--- src/rsc_pkg.sv ---
// Constants, codes and decode helpers for the serial port configuration supervisor.
// Assumes a 250 MHz system clock; the frame layer lives outside this block.
// Function
// - Legal station address range and broadcast code depend on protocol.
// - Out-of-range station address means no reply is ever sent.
// - Errors count only while running with command and frequency from the link.
// - Policy 0: raise port alarm and stop at once.
// - Policy 1: run for the error timer, then alarm and stop.
// - Policy 2: run for the error timer; recovery cancels, else alarm stop.
// - Policy 3: keep running, never alarm stop for link errors.
// - Error timer spans 0.0 to 60.0 s; no request in time means error.
// - Baud code 0 to 3 gives 2400, 4800, 9600, 19200; host matches.
// - Length code 0 gives eight data bits, code 1 seven.
// - Parity none/even/odd/none; Modbus stop bits two for code 0, else one.
// - Other protocols: stop code 0 two bits, code 1 one bit.
// - Loader protocol forces eight bits, even parity, one stop bit.
// - Silence timeout of 1 to 60 s triggers the error policy.
// - Silence timeout of zero disables silence detection.
// - Reply starts after the response interval following a complete request.
// - Response interval spans 0.00 to 1.00 s.
// - Protocol 0 Modbus, 1 loader on primary port only, 2 general purpose.
// - Character: start bit 0, data, optional parity, stop bit 1.

package rsc_pkg;

  localparam int CLK_PERIOD_NS = 4;
  localparam int CLK_HZ = 250_000_000;
  localparam int TICK_PERIOD_NS = 1_000_000;
  localparam int TICK_CYCLES = (TICK_PERIOD_NS + CLK_PERIOD_NS - 1) / CLK_PERIOD_NS;

  // Setting units expressed in millisecond ticks
  localparam int ERR_UNIT_MS = 100;
  localparam int REPLY_UNIT_MS = 10;
  localparam int SILENCE_UNIT_MS = 1000;
  localparam logic [9:0] ERR_TIMER_MAX = 10'h258;
  localparam logic [9:0] REPLY_DELAY_MAX = 10'h064;
  localparam logic [9:0] SILENCE_MAX = 10'h03C;

  localparam logic [1:0] PROTO_MODBUS = 2'h0;
  localparam logic [1:0] PROTO_LOADER = 2'h1;
  localparam logic [1:0] PROTO_GENERAL = 2'h2;

  localparam logic [7:0] ADDR_MIN = 8'h01;
  localparam logic [7:0] ADDR_MAX_MODBUS = 8'hF7;
  localparam logic [7:0] ADDR_MAX_LOADER = 8'hFF;
  localparam logic [7:0] ADDR_MAX_GENERAL = 8'h1F;
  localparam logic [7:0] BCAST_MODBUS = 8'h00;
  localparam logic [7:0] BCAST_GENERAL = 8'h63;

  localparam logic [1:0] POL_STOP = 2'h0;
  localparam logic [1:0] POL_DELAY = 2'h1;
  localparam logic [1:0] POL_RECOVER = 2'h2;
  localparam logic [1:0] POL_IGNORE = 2'h3;

  localparam logic [1:0] PAR_SEL_NONE = 2'h0;
  localparam logic [1:0] PAR_SEL_EVEN = 2'h1;
  localparam logic [1:0] PAR_SEL_ODD = 2'h2;
  localparam logic LEN_SEL_8 = 1'b0;
  localparam logic STOP_SEL_2 = 1'b0;

  // Decoded framing presented to the character layer
  localparam logic [3:0] DATA_BITS_8 = 4'h8;
  localparam logic [3:0] DATA_BITS_7 = 4'h7;
  localparam logic [1:0] STOP_BITS_2 = 2'h2;
  localparam logic [1:0] STOP_BITS_1 = 2'h1;
  localparam logic [1:0] PAR_OUT_NONE = 2'h0;
  localparam logic [1:0] PAR_OUT_EVEN = 2'h1;
  localparam logic [1:0] PAR_OUT_ODD = 2'h2;

  localparam int BAUD_0 = 2400;
  localparam int BAUD_1 = 4800;
  localparam int BAUD_2 = 9600;
  localparam int BAUD_3 = 19200;
  localparam int DIV_W = 17;

  function automatic logic rsc_addr_legal(input logic [1:0] proto, input logic [7:0] addr);
    rsc_addr_legal = 1'b0;
    unique case (proto)
      PROTO_MODBUS: rsc_addr_legal = (addr >= ADDR_MIN) && (addr <= ADDR_MAX_MODBUS);
      PROTO_LOADER: rsc_addr_legal = (addr >= ADDR_MIN) && (addr <= ADDR_MAX_LOADER);
      PROTO_GENERAL: rsc_addr_legal = (addr >= ADDR_MIN) && (addr <= ADDR_MAX_GENERAL);
      default: rsc_addr_legal = 1'b0;
    endcase
  endfunction : rsc_addr_legal

  function automatic logic rsc_addr_bcast(input logic [1:0] proto, input logic [7:0] addr);
    rsc_addr_bcast = ((proto == PROTO_MODBUS) && (addr == BCAST_MODBUS)) ||
                     ((proto == PROTO_GENERAL) && (addr == BCAST_GENERAL));
  endfunction : rsc_addr_bcast

  function automatic logic [DIV_W-1:0] rsc_baud_div(input logic [1:0] code);
    rsc_baud_div = DIV_W'(CLK_HZ / BAUD_0);
    unique case (code)
      2'h0: rsc_baud_div = DIV_W'(CLK_HZ / BAUD_0);
      2'h1: rsc_baud_div = DIV_W'(CLK_HZ / BAUD_1);
      2'h2: rsc_baud_div = DIV_W'(CLK_HZ / BAUD_2);
      2'h3: rsc_baud_div = DIV_W'(CLK_HZ / BAUD_3);
    endcase
  endfunction : rsc_baud_div

  // Clamp a setting and scale it to millisecond ticks
  function automatic logic [15:0] rsc_to_ms(input logic [9:0] v, input logic [9:0] vmax, input int unit);
    logic [9:0] c;
    c = (v > vmax) ? vmax : v;
    rsc_to_ms = 16'(int'(c) * unit);
  endfunction : rsc_to_ms

endpackage : rsc_pkg

--- src/rsc_err_policy.sv ---
// Error policy sequencer for one port: immediate, delayed, recoverable or ignored.
// Assumes err_i is already qualified by the link-run condition and tick_i is a 1 ms pulse.
`timescale 1ns/1ps
`default_nettype none

module rsc_err_policy
  import rsc_pkg::*;
(
  // Clock and reset
  input wire logic clk_i,
  input wire logic sys_rst_i,
  input wire logic ce_i,
  // Events
  input wire logic tick_i,
  input wire logic err_i,
  input wire logic recover_i,
  input wire logic alarm_clr_i,
  // Settings
  input wire logic [1:0] policy_i,
  input wire logic [15:0] timer_ms_i,
  // Status
  output logic pending_o,
  output logic alarm_o
);

  typedef enum logic [1:0] {ST_IDLE, ST_HOLD, ST_ALARM} rsc_pol_e;

  typedef struct packed {
    rsc_pol_e st;
    logic [15:0] cnt;
  } rsc_pol_s;

  rsc_pol_s s_reg, s_next;

  always_comb begin
    s_next = s_reg;
    unique case (s_reg.st)
      ST_IDLE: begin
        if (err_i) begin
          if (policy_i == POL_STOP) begin
            s_next.st = ST_ALARM;
          end else if (policy_i != POL_IGNORE) begin
            s_next.st = ST_HOLD;
            s_next.cnt = '0;
          end
        end
      end
      ST_HOLD: begin
        if (policy_i == POL_IGNORE) begin
          s_next.st = ST_IDLE;
        end else if (recover_i && (policy_i == POL_RECOVER)) begin
          s_next.st = ST_IDLE;
        end else if (s_reg.cnt >= timer_ms_i) begin
          s_next.st = ST_ALARM;
        end else if (tick_i) begin
          s_next.cnt = s_reg.cnt + 16'h0001;
        end
      end
      ST_ALARM: begin
        // A fresh immediate error in the clearing cycle keeps the alarm
        if (alarm_clr_i && !(err_i && (policy_i == POL_STOP))) begin
          s_next.st = ST_IDLE;
        end
      end
    endcase
  end

  always_ff @(posedge clk_i) begin
    if (sys_rst_i) begin
      s_reg <= '{st: ST_IDLE, cnt: 16'h0000};
    end else if (ce_i) begin
      s_reg <= s_next;
    end
  end

  assign pending_o = (s_reg.st == ST_HOLD);
  assign alarm_o = (s_reg.st == ST_ALARM);

endmodule : rsc_err_policy

`default_nettype wire

--- src/rsc_link_supervisor.sv ---
// Top of the two-port serial link configuration supervisor.
// Assumes the frame layer on the same clock reports complete requests and
// character or address errors as one-cycle pulses, and starts a reply on tx_start.
`timescale 1ns/1ps
`default_nettype none

module rsc_link_supervisor
  import rsc_pkg::*;
#(
  parameter int TICK_CYCLES_P = TICK_CYCLES
) (
  // Clock, reset, enable
  input wire logic clk_i,
  input wire logic sys_rst_i,
  input wire logic ce_i,
  // Drive state
  input wire logic running_i,
  input wire logic cmd_via_link_i,
  input wire logic freq_via_link_i,
  // Primary port settings
  input wire logic [7:0] station_addr_port1_i,
  input wire logic [1:0] err_policy_port1_i,
  input wire logic [9:0] err_timer_port1_i,
  input wire logic [1:0] baud_sel_port1_i,
  input wire logic char_len_port1_i,
  input wire logic [1:0] parity_sel_port1_i,
  input wire logic stop_sel_port1_i,
  input wire logic [9:0] silence_timeout_port1_i,
  input wire logic [9:0] reply_delay_port1_i,
  input wire logic [1:0] proto_sel_port1_i,
  // Option port settings
  input wire logic [7:0] station_addr_port2_i,
  input wire logic [1:0] err_policy_port2_i,
  input wire logic [9:0] err_timer_port2_i,
  input wire logic [1:0] baud_sel_port2_i,
  input wire logic char_len_port2_i,
  input wire logic [1:0] parity_sel_port2_i,
  input wire logic stop_sel_port2_i,
  input wire logic [9:0] silence_timeout_port2_i,
  input wire logic [9:0] reply_delay_port2_i,
  input wire logic [1:0] proto_sel_port2_i,
  // Primary port frame events
  input wire logic req_done_port1_i,
  input wire logic [7:0] req_addr_port1_i,
  input wire logic rx_err_port1_i,
  input wire logic alarm_clr_port1_i,
  // Option port frame events
  input wire logic req_done_port2_i,
  input wire logic [7:0] req_addr_port2_i,
  input wire logic rx_err_port2_i,
  input wire logic alarm_clr_port2_i,
  // Primary port outputs
  output logic tx_start_port1_o,
  output logic reply_wait_port1_o,
  output logic addr_ok_port1_o,
  output logic [3:0] data_bits_port1_o,
  output logic [1:0] parity_port1_o,
  output logic [1:0] stop_bits_port1_o,
  output logic [DIV_W-1:0] baud_div_port1_o,
  output logic err_pending_port1_o,
  output logic alarm_port1_o,
  // Option port outputs
  output logic tx_start_port2_o,
  output logic reply_wait_port2_o,
  output logic addr_ok_port2_o,
  output logic [3:0] data_bits_port2_o,
  output logic [1:0] parity_port2_o,
  output logic [1:0] stop_bits_port2_o,
  output logic [DIV_W-1:0] baud_div_port2_o,
  output logic err_pending_port2_o,
  output logic alarm_port2_o,
  // Drive action
  output logic alarm_stop_o
);

  localparam int NP = 2;
  localparam int TW = $clog2(TICK_CYCLES_P + 1);
  localparam logic [TW-1:0] TICK_LAST = TW'(TICK_CYCLES_P - 1);

  typedef struct packed {
    logic [TW-1:0] tick_cnt;
    logic tick;
    logic link_run;
    logic [NP-1:0][15:0] sil_cnt;
    logic [NP-1:0] sil_err;
    logic [NP-1:0][15:0] reply_cnt;
    logic [NP-1:0] reply_busy;
    logic [NP-1:0] tx_start;
    logic [NP-1:0] err_evt;
    logic [NP-1:0] recov;
    logic alarm_stop;
  } rsc_top_s;

  rsc_top_s s_reg, s_next;

  // Per-port views of the separate ports
  logic [NP-1:0][7:0] station_addr;
  logic [NP-1:0][1:0] proto_sel;
  logic [NP-1:0][1:0] err_policy;
  logic [NP-1:0][15:0] err_ms;
  logic [NP-1:0][15:0] silence_ms;
  logic [NP-1:0][15:0] reply_ms;
  logic [NP-1:0] req_done;
  logic [NP-1:0][7:0] req_addr;
  logic [NP-1:0] rx_err;
  logic [NP-1:0] alarm_clr;
  logic [NP-1:0] addr_ok;
  logic [NP-1:0] alarm;
  logic [NP-1:0] pending;
  logic [NP-1:0] req_hit;
  logic [NP-1:0] req_own;

  assign station_addr = {station_addr_port2_i, station_addr_port1_i};
  assign proto_sel = {proto_sel_port2_i, proto_sel_port1_i};
  assign err_policy = {err_policy_port2_i, err_policy_port1_i};
  assign req_done = {req_done_port2_i, req_done_port1_i};
  assign req_addr = {req_addr_port2_i, req_addr_port1_i};
  assign rx_err = {rx_err_port2_i, rx_err_port1_i};
  assign alarm_clr = {alarm_clr_port2_i, alarm_clr_port1_i};

  assign err_ms[0] = rsc_to_ms(err_timer_port1_i, ERR_TIMER_MAX, ERR_UNIT_MS);
  assign err_ms[1] = rsc_to_ms(err_timer_port2_i, ERR_TIMER_MAX, ERR_UNIT_MS);
  assign silence_ms[0] = rsc_to_ms(silence_timeout_port1_i, SILENCE_MAX, SILENCE_UNIT_MS);
  assign silence_ms[1] = rsc_to_ms(silence_timeout_port2_i, SILENCE_MAX, SILENCE_UNIT_MS);
  assign reply_ms[0] = rsc_to_ms(reply_delay_port1_i, REPLY_DELAY_MAX, REPLY_UNIT_MS);
  assign reply_ms[1] = rsc_to_ms(reply_delay_port2_i, REPLY_DELAY_MAX, REPLY_UNIT_MS);

  // Framing decode; only the primary port accepts the loader protocol
  rsc_port_cfg #(
    .LOADER_OK(1'b1)
  ) u_cfg1 (
    .clk_i(clk_i),
    .sys_rst_i(sys_rst_i),
    .ce_i(ce_i),
    .station_addr_i(station_addr_port1_i),
    .baud_sel_i(baud_sel_port1_i),
    .char_len_i(char_len_port1_i),
    .parity_sel_i(parity_sel_port1_i),
    .stop_sel_i(stop_sel_port1_i),
    .proto_sel_i(proto_sel_port1_i),
    .addr_ok_o(addr_ok[0]),
    .data_bits_o(data_bits_port1_o),
    .parity_o(parity_port1_o),
    .stop_bits_o(stop_bits_port1_o),
    .baud_div_o(baud_div_port1_o)
  );

  rsc_port_cfg #(
    .LOADER_OK(1'b0)
  ) u_cfg2 (
    .clk_i(clk_i),
    .sys_rst_i(sys_rst_i),
    .ce_i(ce_i),
    .station_addr_i(station_addr_port2_i),
    .baud_sel_i(baud_sel_port2_i),
    .char_len_i(char_len_port2_i),
    .parity_sel_i(parity_sel_port2_i),
    .stop_sel_i(stop_sel_port2_i),
    .proto_sel_i(proto_sel_port2_i),
    .addr_ok_o(addr_ok[1]),
    .data_bits_o(data_bits_port2_o),
    .parity_o(parity_port2_o),
    .stop_bits_o(stop_bits_port2_o),
    .baud_div_o(baud_div_port2_o)
  );

  rsc_err_policy u_pol1 (
    .clk_i(clk_i),
    .sys_rst_i(sys_rst_i),
    .ce_i(ce_i),
    .tick_i(s_reg.tick),
    .err_i(s_reg.err_evt[0]),
    .recover_i(s_reg.recov[0]),
    .alarm_clr_i(alarm_clr[0]),
    .policy_i(err_policy[0]),
    .timer_ms_i(err_ms[0]),
    .pending_o(pending[0]),
    .alarm_o(alarm[0])
  );

  rsc_err_policy u_pol2 (
    .clk_i(clk_i),
    .sys_rst_i(sys_rst_i),
    .ce_i(ce_i),
    .tick_i(s_reg.tick),
    .err_i(s_reg.err_evt[1]),
    .recover_i(s_reg.recov[1]),
    .alarm_clr_i(alarm_clr[1]),
    .policy_i(err_policy[1]),
    .timer_ms_i(err_ms[1]),
    .pending_o(pending[1]),
    .alarm_o(alarm[1])
  );

  always_comb begin
    s_next = s_reg;
    s_next.tick = 1'b0;
    if (s_reg.tick_cnt == TICK_LAST) begin
      s_next.tick_cnt = '0;
      s_next.tick = 1'b1;
    end else begin
      s_next.tick_cnt = s_reg.tick_cnt + TW'(1);
    end

    s_next.link_run = running_i && cmd_via_link_i && freq_via_link_i;
    s_next.alarm_stop = |alarm;

    for (int p = 0; p < NP; p++) begin
      // A request for this station, or a broadcast that is executed silently
      req_own[p] = req_done[p] && (req_addr[p] == station_addr[p]) && addr_ok[p];
      req_hit[p] = req_own[p] || (req_done[p] && rsc_addr_bcast(proto_sel[p], req_addr[p]));

      // Reply timing
      s_next.tx_start[p] = 1'b0;
      if (req_own[p]) begin
        s_next.reply_busy[p] = 1'b1;
        s_next.reply_cnt[p] = reply_ms[p];
      end else if (s_reg.reply_busy[p]) begin
        if (!addr_ok[p]) begin
          s_next.reply_busy[p] = 1'b0;
        end else if (s_reg.reply_cnt[p] == 16'h0000) begin
          s_next.reply_busy[p] = 1'b0;
          s_next.tx_start[p] = 1'b1;
        end else if (s_reg.tick) begin
          s_next.reply_cnt[p] = s_reg.reply_cnt[p] - 16'h0001;
        end
      end

      // Host silence watch; rearms after each timeout
      s_next.sil_err[p] = 1'b0;
      if (req_hit[p] || !s_reg.link_run || (silence_ms[p] == 16'h0000)) begin
        s_next.sil_cnt[p] = 16'h0000;
      end else if (s_reg.sil_cnt[p] >= silence_ms[p]) begin
        s_next.sil_cnt[p] = 16'h0000;
        s_next.sil_err[p] = 1'b1;
      end else if (s_reg.tick) begin
        s_next.sil_cnt[p] = s_reg.sil_cnt[p] + 16'h0001;
      end

      s_next.err_evt[p] = s_reg.link_run && (rx_err[p] || s_reg.sil_err[p]);
      s_next.recov[p] = req_hit[p];
    end
  end

  always_ff @(posedge clk_i) begin
    if (sys_rst_i) begin
      s_reg <= '0;
    end else if (ce_i) begin
      s_reg <= s_next;
    end
  end

  assign tx_start_port1_o = s_reg.tx_start[0];
  assign tx_start_port2_o = s_reg.tx_start[1];
  assign reply_wait_port1_o = s_reg.reply_busy[0];
  assign reply_wait_port2_o = s_reg.reply_busy[1];
  assign addr_ok_port1_o = addr_ok[0];
  assign addr_ok_port2_o = addr_ok[1];
  assign err_pending_port1_o = pending[0];
  assign err_pending_port2_o = pending[1];
  assign alarm_port1_o = alarm[0];
  assign alarm_port2_o = alarm[1];
  assign alarm_stop_o = s_reg.alarm_stop;

endmodule : rsc_link_supervisor

`default_nettype wire

--- src/rsc_port_cfg.sv ---
// Per-port framing and address decode, registered.
// Assumes configuration inputs come from logic on the same clock.
`timescale 1ns/1ps
`default_nettype none

module rsc_port_cfg
  import rsc_pkg::*;
#(
  parameter bit LOADER_OK = 1'b1
) (
  // Clock and reset
  input wire logic clk_i,
  input wire logic sys_rst_i,
  input wire logic ce_i,
  // Settings
  input wire logic [7:0] station_addr_i,
  input wire logic [1:0] baud_sel_i,
  input wire logic char_len_i,
  input wire logic [1:0] parity_sel_i,
  input wire logic stop_sel_i,
  input wire logic [1:0] proto_sel_i,
  // Decoded framing
  output logic addr_ok_o,
  output logic [3:0] data_bits_o,
  output logic [1:0] parity_o,
  output logic [1:0] stop_bits_o,
  output logic [DIV_W-1:0] baud_div_o
);

  typedef struct packed {
    logic addr_ok;
    logic [3:0] data_bits;
    logic [1:0] parity;
    logic [1:0] stop_bits;
    logic [DIV_W-1:0] baud_div;
  } rsc_cfg_s;

  rsc_cfg_s s_reg, s_next;
  logic proto_ok;

  always_comb begin
    s_next = s_reg;
    proto_ok = (proto_sel_i == PROTO_MODBUS) || (proto_sel_i == PROTO_GENERAL) ||
               ((proto_sel_i == PROTO_LOADER) && LOADER_OK);
    s_next.addr_ok = proto_ok && rsc_addr_legal(proto_sel_i, station_addr_i);
    s_next.baud_div = rsc_baud_div(baud_sel_i);
    s_next.data_bits = (char_len_i == LEN_SEL_8) ? DATA_BITS_8 : DATA_BITS_7;
    unique case (parity_sel_i)
      PAR_SEL_EVEN: s_next.parity = PAR_OUT_EVEN;
      PAR_SEL_ODD: s_next.parity = PAR_OUT_ODD;
      default: s_next.parity = PAR_OUT_NONE;
    endcase
    if (proto_sel_i == PROTO_MODBUS) begin
      s_next.stop_bits = (parity_sel_i == PAR_SEL_NONE) ? STOP_BITS_2 : STOP_BITS_1;
    end else begin
      s_next.stop_bits = (stop_sel_i == STOP_SEL_2) ? STOP_BITS_2 : STOP_BITS_1;
    end
    if (proto_sel_i == PROTO_LOADER) begin
      s_next.data_bits = DATA_BITS_8;
      s_next.parity = PAR_OUT_EVEN;
      s_next.stop_bits = STOP_BITS_1;
    end
  end

  always_ff @(posedge clk_i) begin
    if (sys_rst_i) begin
      s_reg <= '{addr_ok: 1'b0, data_bits: DATA_BITS_8, parity: PAR_OUT_NONE,
                 stop_bits: STOP_BITS_2, baud_div: DIV_W'(CLK_HZ / BAUD_0)};
    end else if (ce_i) begin
      s_reg <= s_next;
    end
  end

  // Stop bits are sent at logic 1 after a logic 0 start bit by the character layer
  assign addr_ok_o = s_reg.addr_ok;
  assign data_bits_o = s_reg.data_bits;
  assign parity_o = s_reg.parity;
  assign stop_bits_o = s_reg.stop_bits;
  assign baud_div_o = s_reg.baud_div;

endmodule : rsc_port_cfg

`default_nettype wire

--- config.mk ---
export PLATFORM = sky130hd
export DESIGN_NAME = rsc_link_supervisor
export DESIGN_NICKNAME = d
export VERILOG_FILES = /design/src/rsc_pkg.sv /design/src/rsc_err_policy.sv /design/src/rsc_link_supervisor.sv /design/src/rsc_port_cfg.sv
export SDC_FILE = /design/constraint.sdc
export NUM_CORES = 1
export LEC_CHECK = 0
export ABC_AREA = 1
export BUFFER_PORTS_ARGS = -buffer_cell sky130_fd_sc_hd__buf_2
export CORE_ASPECT_RATIO = 0.75
export CORE_UTILIZATION = 35
export CTS_CLUSTER_DIAMETER = 150
export DETAILED_ROUTE_END_ITERATION = 10
export RECOVER_POWER = 100
export SLEW_MARGIN = 15
export SYNTH_ARGS = -nofsm -noshare
export SYNTH_HDL_FRONTEND = slang
export SYNTH_SLANG_ARGS = --single-unit
--- constraint.sdc ---
create_clock -name clk_i -period 9.1 [get_ports clk_i]
set_input_delay 1.82 -clock clk_i [delete_from_list [all_inputs] [get_ports clk_i]]
set_output_delay 1.82 -clock clk_i [all_outputs]
set_load 0.02 [all_outputs]
Yosys cells after proc, flatten, opt, wreduce, memory -nomap -nowiden
Cells that the tools add are included.
{ "totals": {"regBits": 183, "latchBits": 0, "mem_bits_rw": 0, "romBits": 0, "input_bits": 124, "output_inout_bits": 61, "elab_cells": 276, "mem_count": 0} }
{ "classes": {"n_addsub": 7, "multipliers": 6, "div_mod_pow": 0, "n_lt_le_gt_ge": 18, "n_eq_ne": 51, "shift": 0, "mux": 88, "n_bitwise": 0, "n_reduce_logical": 79} }
{ "op_table": {"columns": ["op", "count"], "rows": [
  ["2-to-1 mux 16 bit", 26],
  ["case mux 17 bit (4 select lines)", 2],
  ["2-to-1 mux 18 bit", 5],
  ["adder 16 x 1 -> 16 bit (second input constant)", 4],
  [">= comparator 16 bit", 4],
  ["zero test 16 bit", 4],
  ["case mux 16 bit (2 select lines)", 2],
  ["2-to-1 mux 10 bit", 6],
  ["<= comparator 8 bit (second input constant)", 4],
  ["2-to-1 mux 2 bit", 16],
  ["subtractor 16 x 1 -> 16 bit (second input constant)", 2],
  ["equality test 2 bit (second input constant)", 14],
  ["logical AND 1 bit", 28],
  ["multiplier 10 x 5 -> 14 bit (second input constant)", 2],
  ["inequality test 2 bit (second input constant)", 14],
  ["multiplier 10 x 3 -> 13 bit (second input constant)", 2],
  ["multiplier 10 x 7 -> 13 bit (second input constant)", 2],
  ["2-to-1 mux 1 bit", 21],
  ["greater-than comparator 10 bit (second input constant)", 2],
  ["greater-than comparator 10 x 6 -> 1 bit (second input constant)", 2],
  ["greater-than comparator 10 x 7 -> 1 bit (second input constant)", 2],
  ["zero test 2 bit", 10],
  ["AND reduction 5 bit", 4],
  ["adder 18 x 1 -> 18 bit (second input constant)", 1],
  ["22 further kinds", 70]
]} }

Logic depth before layout (Yosys ltp)
{ "depth": {"depth_word": 9, "ltp_mapped": 38, "depth_no_buf": 37} }

Modules after synthesis
From an unflattened synthesis, not the netlist that was laid out.
{ "hier_totals": {"hier_cells": 2711, "hier_area_um2": 17936.0} }
{ "by_module_without_submodules": {"columns": ["mod", "instances", "cells_per_inst", "area_each_um2", "seq_area_each_um2"], "rows": [
  ["rsc_link_supervisor", 1, 1912, 12622.1, 1901.8],
  ["rsc_err_policy", 2, 278, 1725.4, 360.3],
  ["rsc_port_cfg at u_cfg1", 1, 122, 932.1, 360.3],
  ["rsc_port_cfg at u_cfg2", 1, 121, 930.9, 360.3]
]} }

Worst setup path after synthesis
Ideal clock, no wire load.
{ "synth_timing": {"kind": "input-to-reg", "start": "input port silence_timeout_port2_i[8]", "end": "register s_reg[69] (netlist bit)", "setup_ns": 0.115, "arrival_ns": 7.212, "t_required_ns": 8.985, "slack_ns": 1.773, "path_stages": 33, "n_path_buf": 1, "path_cell_list": "inv_1 > nand2_1 > nor2_1 > nand2_1 > nor2_1 > inv_1 > fa_1 > inv_1 > fa_1 > inv_1 > fa_1 > inv_1 > fa_1 > inv_1 > ha_1 > nand2_1 > nor2_1 > nand3_1 > nand3_1 > inv_1 > nor2_1 > nor2_2 > ha_1 > nand2_1 > nor4_1 > nand2_1 > nand2_1 > clkbuf_1 > nor2_1 > nand3_1 > nand3_1 > nand2_1 > nor2_1"} }
{ "synth_via": {"elab_chain_len": 7, "word_cells_on_any_way": 10, "classes_between": "mul (1); order compare (2); mux (3); reduce/logical (4)"} }
{ "synth_lines": {"columns": ["element", "line", "source"], "rows": [
  ["from (decl)", "rsc_link_supervisor.sv:39", "input wire logic [9:0] silence_timeout_port2_i,"],
  ["greater-than comparator 10 x 6 -> 1 bit", "rsc_pkg.sv:104", "c = (v > vmax) ? vmax : v;"],
  ["2-to-1 mux 10 bit *", "rsc_pkg.sv:104", null],
  ["multiplier 10 x 7 -> 13 bit *", "rsc_pkg.sv:105", "rsc_to_ms = 16'(int'(c) * unit);"],
  ["parallel branches: the longest is 4 deep, another holds >= comparator 16 bit", null, null],
  ["to (signal assigned)", "rsc_link_supervisor.sv:249", "s_reg <= s_next;"],
  ["to (decl)", "rsc_link_supervisor.sv:94", "rsc_top_s s_reg, s_next;"]
]} }
Every way passes the cells marked *.
A chain may end at the register's enable or synchronous reset.

Final worst setup path
{ "layout_timing": {"start": "input port silence_timeout_port2_i[8]", "end": "register s_reg[71] (netlist bit)"} }
Same word-level chain as after synthesis.

==> impl_results.md <==
- Status: complete, but fails checks
- Failing checks: capacitance limit, slew limit
- Switch Pwr: 0.001103 W
- Dpl cell area: approximately 19,000 µm²
- Met2 global-route usage: ~28%
- Min-Delay Path Class: reg -> reg
- Fmax: about 120 MHz
- Antenna diodes: 0
- Fin crit share: between 80% and 90%
- Number of vias per cell: just under 5
- Max-cap violations: 5
- Core Rows: 70
- FF-to-FF setup slack: roughly 5.8 ns
- Worst Reg2Reg Path Length in Cells: 9
- Post-CTS Hold Buffers: 0
- Wire per inst: ~13 µm
- Post-Place Setup Slack: ~0.69 ns
- Least-Margin Pin Slew: about 3.7 ns
- Combinational Power Share: between 40 and 50%
- Post-CTS resize count: 0
- Post-CTS setup buffer count: 0
- CP max stage delay: approximately 0.56 ns
- Setup total negative slack: 0 ns
- Post-layout util: between 30% and 40%
- Worst path slowest cell: fa_1
- Max-slew violations: roughly 280
- Post-Synthesis Cells: approximately 2,600
- RSZ-0062 raised after global routing: no
- Tot GR Track Use: between 10% and 20%
- # fillers: 5,225
- Setup crit end kind: flop
- # H-tree levels: 4
- RR Startpoint: u_pol2.s_reg[17]
- Met3 usage: 2.570%
- 1st-iter DRT viols: 1,177
- Vias: between 15,000 and 20,000
- Max Root-Sink Buffers: 2
- Leak: around 9.4 nW
- Post-synth EDFFs: 0
- Gr busiest metal: met2
- IO Port Bufs: ~180
- Die height: around 200 µm
- Fin crit period: 8.155 ns
- DRT Wirelength: between 40 and 50 mm
- Final instance area: between 15,000 and 20,000 µm²
- Crit-path max FO: 27
- Area Growth Syn to Fin: 10.96%
- Clock Power Share: about 26%
- Starting density of the core: 35.64%
- Worst-Skew Late Latency: around 0.44 ns
- TritonCTS clock tree: built
- Synth unique cells: just under 60
- Async S/R FF share, synth: 0%
- Worst Setup Start Kind: primary input
- VDD IR-drop max: ~0.0001 V
- Root buffer cell: clkbuf_16
- CP required: 9.43 ns
- Synth warn: 0
- Hold wc startpoint: u_cfg1.data_bits_o[3]
- Pwr dens: about 140 nW/µm²
- Initial antenna violation count: 3
- Core area: roughly 50,000 µm²
- # clock sinks: between 150 and 200
- Drt drc: 0
- Synth Cell Area: about 17,000 µm²
- DIE WIDTH: 260.1 µm
- Sequential element share of the synthesized area: between 10% and 20%
- Avg Synthesized Cell Area: about 6.8 µm²
- Slew headroom: -147.1%
- Net count, final: 3,177
- P_int: around 0.0016 W
- First-pass GRT wire length: approximately 76 mm
- IO Pins: around 190
- Routability cong.: between 0.9 and 1
- Die area: between 50,000 and 60,000 µm²
- Final setup viols: 0
- CP Buf/Inv Count: 8
- Crit Path Category: in -> reg
- Drt pass-1 iters: 5
- Antenna-violating nets left: 0
- Synth Flop Type: dfxtp_1
- CTS clk-pin slew, worst paths: ~0.07 ns
- Final setup margin: ~0.94 ns
- Most frequent cells in the layout: nand2_1, inv_1, nor2_1
- CP arrival: about 8.5 ns
- Sw frac: 40.98%
- Post-detail-place hpwl: between 30 and 40 mm
- Vias in the first global route: approximately 16,000
- R2R Path End: u_pol2.s_reg[0]
- Min-Delay Endpoint: u_cfg1.data_bits_o[3]
- Post-synthesis register bit count: 167
- Register share of total power: between 20% and 30%
- Largest net degree at the start of global routing: 73
- GRT Residual Overflow: 0
- Final clock skew: approximately 0.0094 ns
- Hold Path Stages: 2
- Fraction of layout cells with a size suffix above 1: 7.440%
- Met1 Use GR: about a quarter
- Critical path's top delay family: simple AND/OR/NAND/NOR gates
- Max reg flops: 90
- Endpoints failing hold: 0
- Total power: approximately 0.0027 W
- Most common cell after layout, fill and taps aside: nand2_1
- CTS buffer count: 17
-- power by group through the flow --
| stage | Sequential, W | Combinational, W | Clock [W] |
|---|---|---|---|
| 5_1_grt | 0.000799 | 0.00140 | 0.000744 |
| 4_1_cts | 0.000793 | 0.00121 | 0.000714 |
| 3_5_place_dp | 0.000810 | 0.00120 | 0 |
| 2_1_floorplan | 0.000813 | 0.000916 | 0 |
| 6_report | 0.000794 | 0.00120 | 0.000694 |
| 3_3_place_gp | 0.000809 | 0.00116 | 0 |
-- stage by stage --
| step | cells | hold WS [ns] |
|---|---|---|
| after floorplan | 2623 | 0.4416 |
| after global routing | 3417 | 0.4824 |
| after global placement | 3387 | 0.4354 |
| after detailed placement | 3387 | 0.4390 |
| final | 3417 | 0.4550 |
| after CTS | 3417 | 0.4529 |
-- synth_stat cells (all sizes together), types with 17 or more instances --
| master | number | area share [%] |
|---|---|---|
| nand2 | 501 | 11 |
| inv | 420 | 9.0 |
| nor2 | 301 | 6.7 |
| ha | 241 | 17 |
| nand3 | 218 | 6.5 |
| a21oi | 205 | 6.1 |
| dfxtp | 167 | 19 |
| o21ai | 91 | 2.6 |
| xor2 | 66 | 3.3 |
| fa | 54 | 6.2 |
| nand4 | 53 | 1.9 |
| nor3 | 48 | 1.5 |
| xnor2 | 45 | 2.3 |
| buf | 43 | 1.7 |
| clkbuf | 32 | 0.69 |
| nor4 | 18 | 0.68 |
| or2 | 17 | 0.61 |
-- worst max path at each step --
stage                     cells past startpoint        end                        from
after floorplan                              33  s_reg[69]  silence_timeout_port2_i[8]
after global placement                       35  s_reg[55]  silence_timeout_port1_i[8]
after detailed placement                     35  s_reg[55]  silence_timeout_port1_i[8]
after CTS                                    35  s_reg[55]  silence_timeout_port1_i[8]
after global routing                         34  s_reg[70]  silence_timeout_port2_i[6]
final                                        34  s_reg[71]  silence_timeout_port2_i[8]
-- worst min-delay path, stage by stage, from the launching register on --
cell,delay [ns]
dfxtp_1,0.31
nand2_1,0.06
nand2_1,0.04
-- metal layers --
metal	up-vias	routed length [µm]
met3	40	2015
met1	7579	22710
met5	-	40
met4	6	504
li1	8662	-
met2	320	19440
-- layout make-up --
cell class                      instances  area (µm²)  share of cell area [%]
Clock inverter                         11       105.1                  0.5419
Inverter                              422        1585                   8.173
Multi-Input combinational cell       1959       12240                   63.11
Sequential cell                       167        3343                   17.24
Clock buffer                           19       432.9                   2.232
Tap cell                              648       810.8                   4.180
Timing Repair Buffer                  191       878.3                   4.528
-- logic make-up after synthesis --
| logic type | synth area share (%) |
|---|---|
| and+or+nand+nor | 29.68 |
| AOI/OAI and AO/OA | 10.67 |
| adders and majority gates | 23.43 |
| xor gates and xnor gates | 5.562 |
| buffers and inverters | 11.44 |
| muxes | 0.05726 |
| DFF | 19.13 |
| other | 0.04296 |
No activity file was read; power rests on OpenSTA's default activity.
